**src/eph_pkg.sv**
```systemverilog
// eph_pkg: constants for the host-side page write / protection controller.
// assumes a 50 MHz system clock and a byte-wide parallel eeprom on the far side.
package eph_pkg;

  // clock
  localparam int CLK_PERIOD_NS = 20;

  // pin timing as printed, in its own unit
  localparam int WRITE_PULSE_NS = 100;
  localparam int WRITE_HIGH_NS = 50;
  localparam int READ_ACCESS_NS = 120;
  localparam int OUT_STROBE_HIGH_NS = 150;
  localparam int BYTE_LOAD_WINDOW_US = 150;
  localparam int WRITE_CYCLE_MS = 2;

  // least times round up, the two longest times round down
  localparam int WP_CYC = (WRITE_PULSE_NS + CLK_PERIOD_NS - 1) / CLK_PERIOD_NS;
  localparam int WPH_CYC = (WRITE_HIGH_NS + CLK_PERIOD_NS - 1) / CLK_PERIOD_NS;
  localparam int RD_CYC = (READ_ACCESS_NS + CLK_PERIOD_NS - 1) / CLK_PERIOD_NS;
  localparam int OEHP_CYC = (OUT_STROBE_HIGH_NS + CLK_PERIOD_NS - 1) / CLK_PERIOD_NS;
  localparam int BLC_CYC = (BYTE_LOAD_WINDOW_US * 1000) / CLK_PERIOD_NS;
  localparam int WC_CYC = (WRITE_CYCLE_MS * 1000000) / CLK_PERIOD_NS;

  // bus geometry
  localparam int ADDR_W = 13;
  localparam int DATA_W = 8;
  localparam int OFFS_W = 6;
  localparam int PAGE_W = ADDR_W - OFFS_W;
  localparam int PAGE_BYTES = 64;
  localparam int TOGGLE_BIT = 6;
  localparam int POLL_BIT = 7;

  // user commands
  localparam logic [1:0] OP_READ = 2'h0;
  localparam logic [1:0] OP_WRITE = 2'h1;
  localparam logic [1:0] OP_PROT_ON = 2'h2;
  localparam logic [1:0] OP_PROT_OFF = 2'h3;

  // command sequence lengths
  localparam logic [2:0] SEQ_LEN_ON = 3'h3;
  localparam logic [2:0] SEQ_LEN_OFF = 3'h6;

  typedef enum logic [8:0] {
    ST_IDLE   = 9'h001,
    ST_WLOW   = 9'h002,
    ST_WHIGH  = 9'h004,
    ST_GAP    = 9'h008,
    ST_SETTLE = 9'h010,
    ST_RLOW   = 9'h020,
    ST_RHIGH  = 9'h040,
    ST_CHECK  = 9'h080,
    ST_DONE   = 9'h100
  } eph_state_t;

endpackage

```
**src/eph_ctrl.sv**
```systemverilog
// eph_ctrl: drives the strobes, address and data pins of a parallel eeprom to
// read, page write, and enter or leave software write protection, then waits
// for the end of the internal write by toggle and polling status reads.
// assumes pins are sampled synchronously and that nothing else drives the bus.
//
// Functional notes
// - Code bytes use the eight data lines and code addresses all thirteen address lines.
// - Zero to 64 bytes may follow a protection sequence and one to 64 a plain page write.
// - The page address lines hold one value at every falling write strobe after the code.
// - In writes the output strobe is high only while write strobe and chip select are low.
// - All polling reads use one unchanged address, the last one written.
// - Each next byte load starts inside the byte load window, else the load phase closes.
`timescale 1ns/1ps
module eph_ctrl
  import eph_pkg::*;
#(
  parameter int BLC_CYCLES = BLC_CYC,
  parameter int POLL_CYCLES = WC_CYC,
  parameter logic [ADDR_W-1:0] SEQ_ADDR_A = 13'h1555,
  parameter logic [ADDR_W-1:0] SEQ_ADDR_B = 13'h0aaa,
  parameter logic [DATA_W-1:0] SEQ_CODE_A = 8'haa,
  parameter logic [DATA_W-1:0] SEQ_CODE_B = 8'h55,
  parameter logic [DATA_W-1:0] SEQ_CODE_ON = 8'ha0,
  parameter logic [DATA_W-1:0] SEQ_CODE_OFF = 8'h80,
  parameter logic [DATA_W-1:0] SEQ_CODE_OFF2 = 8'h20
) (
  // clock and reset
  input wire logic clock_i,
  input wire logic rst_b_i,
  // command port
  input wire logic cmd_valid_i,
  output logic cmd_ready_o,
  input wire logic [1:0] cmd_op_i,
  input wire logic [ADDR_W-1:0] cmd_addr_i,
  // page data stream
  input wire logic wr_valid_i,
  output logic wr_ready_o,
  input wire logic [OFFS_W-1:0] wr_offset_i,
  input wire logic [DATA_W-1:0] wr_data_i,
  input wire logic wr_last_i,
  // results
  output logic [DATA_W-1:0] rd_data_o,
  output logic done_o,
  output logic error_o,
  output logic busy_o,
  // eeprom pins
  output logic [ADDR_W-1:0] addr_o,
  output logic [DATA_W-1:0] data_o,
  output logic data_oe_o,
  input wire logic [DATA_W-1:0] data_i,
  output logic ce_b_o,
  output logic oe_b_o,
  output logic we_b_o
);

  localparam int GAP_W = 18;
  localparam int POLL_W = 24;
  localparam logic [GAP_W-1:0] GAP_CLOSE = GAP_W'(BLC_CYCLES - WP_CYC - WPH_CYC - 2);
  localparam logic [GAP_W-1:0] GAP_EXPIRE = GAP_W'(BLC_CYCLES + 1);
  localparam logic [POLL_W-1:0] POLL_LIMIT = POLL_W'(POLL_CYCLES);
  localparam logic [3:0] WP_LAST = 4'(WP_CYC - 1);
  localparam logic [3:0] WPH_LAST = 4'(WPH_CYC - 1);
  localparam logic [3:0] RD_LAST = 4'(RD_CYC - 1);
  localparam logic [3:0] OEHP_LAST = 4'(OEHP_CYC - 1);
  localparam logic [6:0] PAGE_FULL = 7'(PAGE_BYTES);

  eph_state_t state;
  logic [1:0] op;
  logic [PAGE_W-1:0] page;
  logic [2:0] seq_idx;
  logic [2:0] seq_len;
  logic [6:0] nbytes;
  logic last_seen;
  logic loaded;
  logic last_bit7;
  logic have_prev;
  logic prev_toggle;
  logic err;
  logic [3:0] cnt;
  logic [GAP_W-1:0] gap;
  logic [POLL_W-1:0] poll_cnt;
  logic [ADDR_W-1:0] seq_addr;
  logic [DATA_W-1:0] seq_data;
  logic toggle_same;
  logic poll_true;

  // command table: step index selects address and code
  always_comb begin
    seq_addr = SEQ_ADDR_A;
    seq_data = SEQ_CODE_A;
    case (seq_idx)
      3'h1, 3'h4: begin
        seq_addr = SEQ_ADDR_B;
        seq_data = SEQ_CODE_B;
      end
      3'h2: seq_data = (op == OP_PROT_ON) ? SEQ_CODE_ON : SEQ_CODE_OFF;
      3'h5: seq_data = SEQ_CODE_OFF2;
      default: begin
        seq_addr = SEQ_ADDR_A;
        seq_data = SEQ_CODE_A;
      end
    endcase
  end

  assign toggle_same = have_prev && (prev_toggle == rd_data_o[TOGGLE_BIT]);
  assign poll_true = !loaded || (rd_data_o[POLL_BIT] == last_bit7);

  // handshakes and pins decode straight from the one-hot state
  assign cmd_ready_o = (state == ST_IDLE);
  assign wr_ready_o = (state == ST_GAP);
  assign busy_o = (state != ST_IDLE);
  assign done_o = (state == ST_DONE);
  assign error_o = (state == ST_DONE) && err;
  assign ce_b_o = !(state == ST_WLOW || state == ST_RLOW);
  assign we_b_o = !(state == ST_WLOW);
  // output strobe is high during the write pulse and after each read access; idle low is harmless with chip select high
  assign oe_b_o = (state == ST_WLOW) || (state == ST_RHIGH);
  assign data_oe_o = (state == ST_WLOW) || (state == ST_WHIGH);

  // main sequencer
  always_ff @(posedge clock_i or negedge rst_b_i) begin
    if (!rst_b_i) begin
      state <= ST_IDLE;
      op <= OP_READ;
      page <= '0;
      seq_idx <= 3'h0;
      seq_len <= 3'h0;
      nbytes <= 7'h00;
      last_seen <= 1'b0;
      loaded <= 1'b0;
      last_bit7 <= 1'b0;
      have_prev <= 1'b0;
      prev_toggle <= 1'b0;
      err <= 1'b0;
      addr_o <= '0;
      data_o <= '0;
      rd_data_o <= '0;
    end else begin
      case (state)
        ST_IDLE: begin
          if (cmd_valid_i) begin
            op <= cmd_op_i;
            page <= cmd_addr_i[ADDR_W-1:OFFS_W];
            nbytes <= 7'h00;
            last_seen <= 1'b0;
            loaded <= 1'b0;
            have_prev <= 1'b0;
            err <= 1'b0;
            seq_idx <= 3'h0;
            if (cmd_op_i == OP_READ) begin
              addr_o <= cmd_addr_i;
              state <= ST_RLOW;
            end else if (cmd_op_i == OP_WRITE) begin
              seq_len <= 3'h0;
              state <= ST_GAP;
            end else begin
              seq_len <= (cmd_op_i == OP_PROT_ON) ? SEQ_LEN_ON : SEQ_LEN_OFF;
              addr_o <= SEQ_ADDR_A;
              data_o <= SEQ_CODE_A;
              seq_idx <= 3'h1;
              state <= ST_WLOW;
            end
          end
        end
        ST_WLOW: begin
          if (cnt == WP_LAST) begin
            state <= ST_WHIGH;
          end
        end
        ST_WHIGH: begin
          if (cnt == WPH_LAST) begin
            if (seq_idx < seq_len) begin
              addr_o <= seq_addr;
              data_o <= seq_data;
              seq_idx <= seq_idx + 3'h1;
              state <= ST_WLOW;
            end else if (last_seen || nbytes == PAGE_FULL) begin
              state <= ST_SETTLE;
            end else begin
              state <= ST_GAP;
            end
          end
        end
        ST_GAP: begin
          if (wr_valid_i) begin
            addr_o <= {page, wr_offset_i};
            data_o <= wr_data_i;
            last_bit7 <= wr_data_i[POLL_BIT];
            loaded <= 1'b1;
            nbytes <= nbytes + 7'h01;
            last_seen <= wr_last_i;
            state <= ST_WLOW;
          end else if (gap >= GAP_CLOSE && !(op == OP_WRITE && nbytes == 7'h00)) begin
            state <= ST_SETTLE;
          end
        end
        ST_SETTLE: begin
          // let the device's own load window lapse so its internal write has begun
          if (gap >= GAP_EXPIRE) begin
            state <= ST_RLOW;
          end
        end
        ST_RLOW: begin
          if (cnt == RD_LAST) begin
            rd_data_o <= data_i;
            state <= ST_RHIGH;
          end
        end
        ST_RHIGH: begin
          if (cnt == OEHP_LAST) begin
            state <= (op == OP_READ) ? ST_DONE : ST_CHECK;
          end
        end
        ST_CHECK: begin
          if (toggle_same && poll_true) begin
            state <= ST_DONE;
          end else if (poll_cnt >= POLL_LIMIT) begin
            err <= 1'b1;
            state <= ST_DONE;
          end else begin
            prev_toggle <= rd_data_o[TOGGLE_BIT];
            have_prev <= 1'b1;
            state <= ST_RLOW;
          end
        end
        ST_DONE: begin
          state <= ST_IDLE;
        end
        default: begin
          state <= ST_IDLE;
        end
      endcase
    end
  end

  // strobe phase timer, restarted on every phase change
  always_ff @(posedge clock_i or negedge rst_b_i) begin
    if (!rst_b_i) begin
      cnt <= 4'h0;
    end else if ((state == ST_WLOW && cnt == WP_LAST) || (state == ST_WHIGH && cnt == WPH_LAST)
                 || (state == ST_RLOW && cnt == RD_LAST)
                 || (state == ST_RHIGH && cnt == OEHP_LAST)
                 || !(state == ST_WLOW || state == ST_WHIGH || state == ST_RLOW
                      || state == ST_RHIGH)) begin
      cnt <= 4'h0;
    end else begin
      cnt <= cnt + 4'h1;
    end
  end

  // load window timer, measured from the latest falling write strobe
  always_ff @(posedge clock_i or negedge rst_b_i) begin
    if (!rst_b_i) begin
      gap <= '0;
    end else if (state == ST_WLOW && cnt == 4'h0) begin
      gap <= '0;
    end else if (gap != {GAP_W{1'b1}}) begin
      gap <= gap + GAP_W'(1);
    end
  end

  // bound on the whole command, counted from leaving idle, so a dead part cannot hang the host
  always_ff @(posedge clock_i or negedge rst_b_i) begin
    if (!rst_b_i) begin
      poll_cnt <= '0;
    end else if (state == ST_IDLE) begin
      poll_cnt <= '0;
    end else if (poll_cnt != {POLL_W{1'b1}}) begin
      poll_cnt <= poll_cnt + POLL_W'(1);
    end
  end

endmodule

```
**config.mk**
```make
export PLATFORM = sky130hd
export DESIGN_NAME = eph_ctrl
export DESIGN_NICKNAME = d
export VERILOG_FILES = /design/src/eph_pkg.sv /design/src/eph_ctrl.sv
export SDC_FILE = /design/constraint.sdc
export NUM_CORES = 1
export LEC_CHECK = 0
export BUFFER_PORTS_ARGS = -buffer_cell sky130_fd_sc_hd__clkbuf_2
export CORE_UTILIZATION = 28
export CTS_CLUSTER_SIZE = 25
export DETAILED_ROUTE_END_ITERATION = 7
export GPL_TIMING_DRIVEN = 0
export SYNTH_ARGS = -nofsm -noshare
export SYNTH_HDL_FRONTEND = slang
export SYNTH_SLANG_ARGS = --single-unit
```
**constraint.sdc**
```tcl
create_clock -name clock_i -period 2.8 [get_ports clock_i]
set_input_delay 0.84 -clock clock_i [delete_from_list [all_inputs] [get_ports clock_i]]
set_output_delay 0.84 -clock clock_i [all_outputs]
set_load 0.01 [all_outputs]
```
Yosys cells after proc, flatten, opt, wreduce, memory -nomap -nowiden

Cells that the tools add are included.

Word-level logic and storage cells: 181
Flip-flop bits (word level): 112
Bits of input ports: 42
Output and inout port bits: 38

Reduce and logical (&&, ||, !) cells: 49
Equality and inequality tests: 42
$add $sub $neg: 5
Order comparisons: 4
Mux-type cells: 60
Bitwise operators: 3

Operators by type and width:

| operator                                                                 | number |
|---|---|
| 9-bit 2-to-1 mux                                                         | 11 |
| 13-bit 2-to-1 mux                                                        | 7 |
| 9-bit one-hot mux with 8 select lines                                    | 1 |
| 24-bit 2-to-1 mux                                                        | 2 |
| 8-bit 2-to-1 mux                                                         | 6 |
| 8-bit one-hot mux with 3 select lines                                    | 2 |
| 13-bit one-hot mux with 3 select lines                                   | 1 |
| 18-bit by 13-bit >= comparator with 1-bit output (second input constant) | 2 |
| 18-bit 2-to-1 mux                                                        | 2 |
| 24-bit by 1-bit adder with 24-bit output (second input constant)         | 1 |
| 24-bit by 17-bit >= comparator with 1-bit output (second input constant) | 1 |
| 24-bit != test (second input constant)                                   | 1 |
| 18-bit by 1-bit adder with 18-bit output (second input constant)         | 1 |
| 18-bit != test (second input constant)                                   | 1 |
| 2-bit != test (second input constant)                                    | 9 |
| 3-bit 2-to-1 mux                                                         | 5 |
| 7-bit 2-to-1 mux                                                         | 2 |
| 7-bit one-hot mux with 2 select lines                                    | 1 |
| 7-bit AND reduction                                                      | 2 |
| 4-bit by 3-bit equality test with 1-bit output (second input constant)   | 3 |
| 6-bit 2-to-1 mux                                                         | 2 |
| 4-bit AND reduction                                                      | 3 |
| 1-bit logical OR                                                         | 11 |
| 1-bit logical AND                                                        | 10 |
| 41 further kinds                                                         | 76 |

Depth between registers and ports, before layout

Word-level depth: 7
Gate-level depth with buffers: 9

Worst setup path before layout

No wires, ideal clock.

Path type: reg-to-output
Start point: register state[0]
End point: output cmd_ready_o
Stages on the path, launching flop included: 6
Required time: 1.960 ns
Arrival: 1.634 ns
Path buffers: 2
Slack: 0.326 ns
Cells stage by stage: dfstp_2 nor2b_1 nand4_2 clkinv_2 buf_2 buf_1

Longest elaborated chain between the ends: 1

Ends and longest elaborated chain:

| element                                        | RTL line        | source |
|---|---|---|
| start: declaration                             | eph_ctrl.sv:67  | `eph_state_t state;` |
| start signal: assignment                       | eph_ctrl.sv:211 | `state <= (op == OP_READ) ? ST_DONE : ST_CHECK;` |
| 9-bit by 1-bit equality test with 1-bit output | eph_ctrl.sv:109 | `assign cmd_ready_o = (state == ST_IDLE);` |
| end: declaration                               | eph_ctrl.sv:32  | `output logic cmd_ready_o,` |

Every way passes these cells.

Final worst setup path

Start point: register state[1]
End point: output error_o

Longest elaborated chain between the ends: 2

Ends and longest elaborated chain:

| element             | RTL line        | source |
|---|---|---|
| 9-bit equality test | eph_ctrl.sv:113 | `assign error_o = (state == ST_DONE) && err;` |
| 1-bit logical AND   | eph_ctrl.sv:113 |  |
| end: declaration    | eph_ctrl.sv:44  | `output logic error_o,` |

Every way passes these cells.

==> impl_metrics.py <==
metrics = {
    "outcome": {
        "status": "completed",
    },
    "setup_path": {
        "crit_path_top_delay_cell": "dfrtp_2",
        "crit_chain": "nor4_4 -> nand2_1 -> nor4b_4 -> and2_1 -> clkbuf_2",
        "crit_path_start_kind": "flip-flop",
        "arrival_ns": 1.93,
        "cp_slowest_stage_delay_ns": 0.47,
        "path_class": "flip-flop to output pin",
        "critPathCaptureType": "output pin",
        "critPathRequiredTime_ns": 1.96,
        "crit_fanout": 6,
    },
    "placement": {
        "port_buffers": 79,
        "place_ws_ns": -0.164,
        "place_hpwl_um": 11100,
        "gp_congestion": 0.771,
        "place_inst": 995,
    },
    "routing": {
        "via_per_inst": 4.91,
        "wirelength_um": 15100,
        "first_pass_iters": 4,
        "num_vias": 4964,
        "drt_iter0_markers": 211,
        "drc": 0,
        "wire_per_inst_um": 14.9,
        "postRouteAntennaNets": 0,
    },
    "clocking": {
        "clkTransAtPathRegs_ns": 0.07,
        "cts_tree": "done",
        "numCtsBuffers": 9,
        "root_buffer": "clkbuf_16",
        "cts.sinks": 112,
        "clockBufferDepth": 2,
        "cts_htree_levels": 3,
        "clkLatencyLatePin_ns": 0.36,
    },
    "global_routing": {
        "antenna_found_initial": 0,
        "overflow": 0,
        "grt_pass1_vias": 4705,
        "grt_usage_pct": 14.0,
        "grt_start_max_net_pins": 70,
        "grt_pass1_wl_um": 24600,
    },
    "logic_synthesis": {
        "synth_xor_area_share_pct": 5.23,
        "synth_edf_count": 0,
        "synth-main-ff-cell": "dfrtp_1",
        "syn_area_per_cell_um2": 9.77,
        "yosys-mux-area-fraction_pct": 2.68,
        "synth-async-reset-ratio_pct": 100,
        "synth_warnings": 0,
        "synthCells": 635,
        "ys_types": 84,
        "synth_simple_gate_area_share_pct": 23.3,
        "synth_adder_area_share_pct": 4.44,
        "synth_compound_area_share_pct": 15.4,
        "seq_area_frac_synth_pct": 45.2,
        "ys_seq_elements": 112,
        "syn_nets": 699,
        "synth_top_family_by_area": "simple AND/OR/NAND/NOR gates",
        "netlist_area_mm2": 0.00620,
    },
    "cells_and_area": {
        "area_growth_pct": 19.0,
        "nets": 791,
        "drive_gt1_share_pct": 22.5,
        "antenna_cells": 0,
        "instances_no_fill": 1012,
    },
    "floorplanning": {
        "initial_core_util_pct": 28.5,
        "dieArea_mm2": 0.0227,
        "fp.dieH_um": 151,
        "ioPinCount": 80,
        "die_w_um": 151,
        "rows": 54,
        "core_area_mm2": 0.0218,
    },
    "sta": {
        "max_slew_margin_pct": 60.3,
        "final-hold-violation-count": 0,
        "fin_skew_ns": 0.00807,
        "setup_tns_ns": 0,
        "worst_pin_slew_ns": 0.590,
        "rsz0062_at_grt": "true",
        "min_period_ns": 2.77,
        "setup_viol": 0,
        "timing.fmax_mhz": 361,
        "timing.final.ws_setup_ns": 0.0283,
        "drv_slew": 0,
        "fin_crit_sh_pct": 99.0,
    },
    "power_and_ir_drop": {
        "leakagePower_nw": 3.32,
        "power.density_mw_per_mm2": 843,
        "vdd_drop_max_mv": 0.283,
        "finalPower_mw": 6.22,
    },
    "min_path": {
        "hp-class": "input port to asynchronous set/reset pin",
    },
    "job": {
        "drv_cap": 0,
    },
}
-- cell usage in the layout (no fill, tap or decap), types with 3 or more instances in the layout --
cell	instances
a221oi_1	9
clkbuf_1	5
clkbuf_16	9
xor2_1	24
ha_1	22
buf_4	5
inv_1	28
and3_1	17
nand2b_1	6
and4_1	8
o21ai_0	15
buf_6	4
nor4_4	5
nand2_2	3
a311oi_1	3
nand4_1	19
buf_2	7
a21oi_1	50
mux2_2	12
o21bai_1	3
nor4_1	7
a31oi_1	11
nor2_1	85
nor3_1	10
nor2b_1	8
xnor2_1	13
clkbuf_8	3
nand3b_1	3
clkbuf_2	78
nand2_1	39
or2_2	4
dfrtp_1	110
a211oi_1	3
clkinv_2	3
nand3_1	19
a22o_1	3
o21ai_1	9
-- layout make-up --
type / count / area [um2]
fill: 2285 / 14400
multi-input combinational: 472 / 3220
sequential: 112 / 2810
timing repair buffer: 83 / 454
tap: 280 / 350
clock buffer: 11 / 253
inverter: 30 / 125
buffer: 19 / 118
clock inverter: 5 / 53.8
-- path summary, 6_finish.rpt --
kind	slack, ns	startpoint	depth (start not counted)	endpoint
worst max-delay path	0.03	state[1]	5	error_o
worst min-delay path	0.40	rst_b_i	1	gap[13]
worst max register to register	0.46	cnt[0]	8	data_o[6]
worst min register to register	0.48	loaded	2	loaded
max in group asynchronous	1.70	rst_b_i	2	state[0]
min in group clock_i	0.48	loaded	2	loaded
-- power breakdown --
part	internal, mW	switching [mW]	total [mW]
clock network	0.743	0.610	1.35
logic	0.962	1.56	2.52
registers	2.01	0.342	2.35
total	3.71	2.51	6.22
-- Yosys cell counts (all sizes together) (6+ instances only) --
cell type / n / area share (%)
nor3: 13 / 1.3
a221oi: 10 / 1.7
a31oi: 11 / 1.1
xnor2: 13 / 1.8
mux2: 13 / 2.4
nor2b: 10 / 1.1
a21oi: 52 / 4.4
nand2: 42 / 2.6
nor4: 12 / 2.0
nor2: 87 / 5.3
and3: 17 / 1.7
dfrtp: 111 / 45
nand2b: 6 / 0.61
nand3: 19 / 1.5
inv: 29 / 1.8
buf: 16 / 1.6
nand4: 20 / 2.1
and4: 8 / 1.1
xor2: 24 / 3.4
o21ai: 26 / 2.3
ha: 22 / 4.4
-- registers in the layout, indices dropped and copies added (netlist names) --
| signal | count |
|---|---|
| page | 7 |
| loaded | 1 |
| op | 2 |
| poll_cnt | 24 |
| rd_data_o | 8 |
| nbytes | 7 |
| prev_toggle | 1 |
| gap | 18 |
| seq_idx | 3 |
| state | 9 |
| data_o | 8 |
| have_prev | 1 |
| seq_len | 3 |
| last_seen | 1 |
| err | 1 |
| addr_o | 13 |
| last_bit7 | 1 |
| cnt | 4 |
-- through the flow --
stage               cell area (um2)  hold WS, ns  util, %
global placement               6950        0.463     31.9
global route                   7380        0.421     33.9
floorplan                      6200        0.447        -
finish                         7380        0.401     33.9
detailed placement             6980        0.471     32.1
CTS                            7340        0.406     33.7
-- cells by family after synthesis --
family                   count (synthesis)
multiplexers                            15
buffers and inverters                   51
flip-flops                             112
XOR/XNOR                                37
AO/OA/AOI/OAI                          139
adder cells (fa/ha/maj)                 22
AND/OR/NAND/NOR                        259
-- layer usage --
layer	share of wire, %	GRT usage (%)	vias to the layer above
met5	0	0	-
met4	2.0	5.30	0
met3	3.3	2.53	17
met2	47	22.5	70
met1	48	18.5	2408
li1	-	-	2469
-- critical path, delay by kind of cell (launching register included) --
| family | cells | cell delay [ns] |
|---|---|---|
| buf+inv | 1 | 0.12 |
| flops | 1 | 0.47 |
| simple gates | 4 | 1.00 |
-- timing repair --
action | CTS | global route
gates cloned | 0 | 0
hold buffers | 0 | 0
pin swaps | 1 | 1
gates resized for setup | 7 | 7
setup buffers | 2 | 1
endpoints found under the setup margin | 5 | 5
Note: power is estimated with default switching activity, not from simulation.
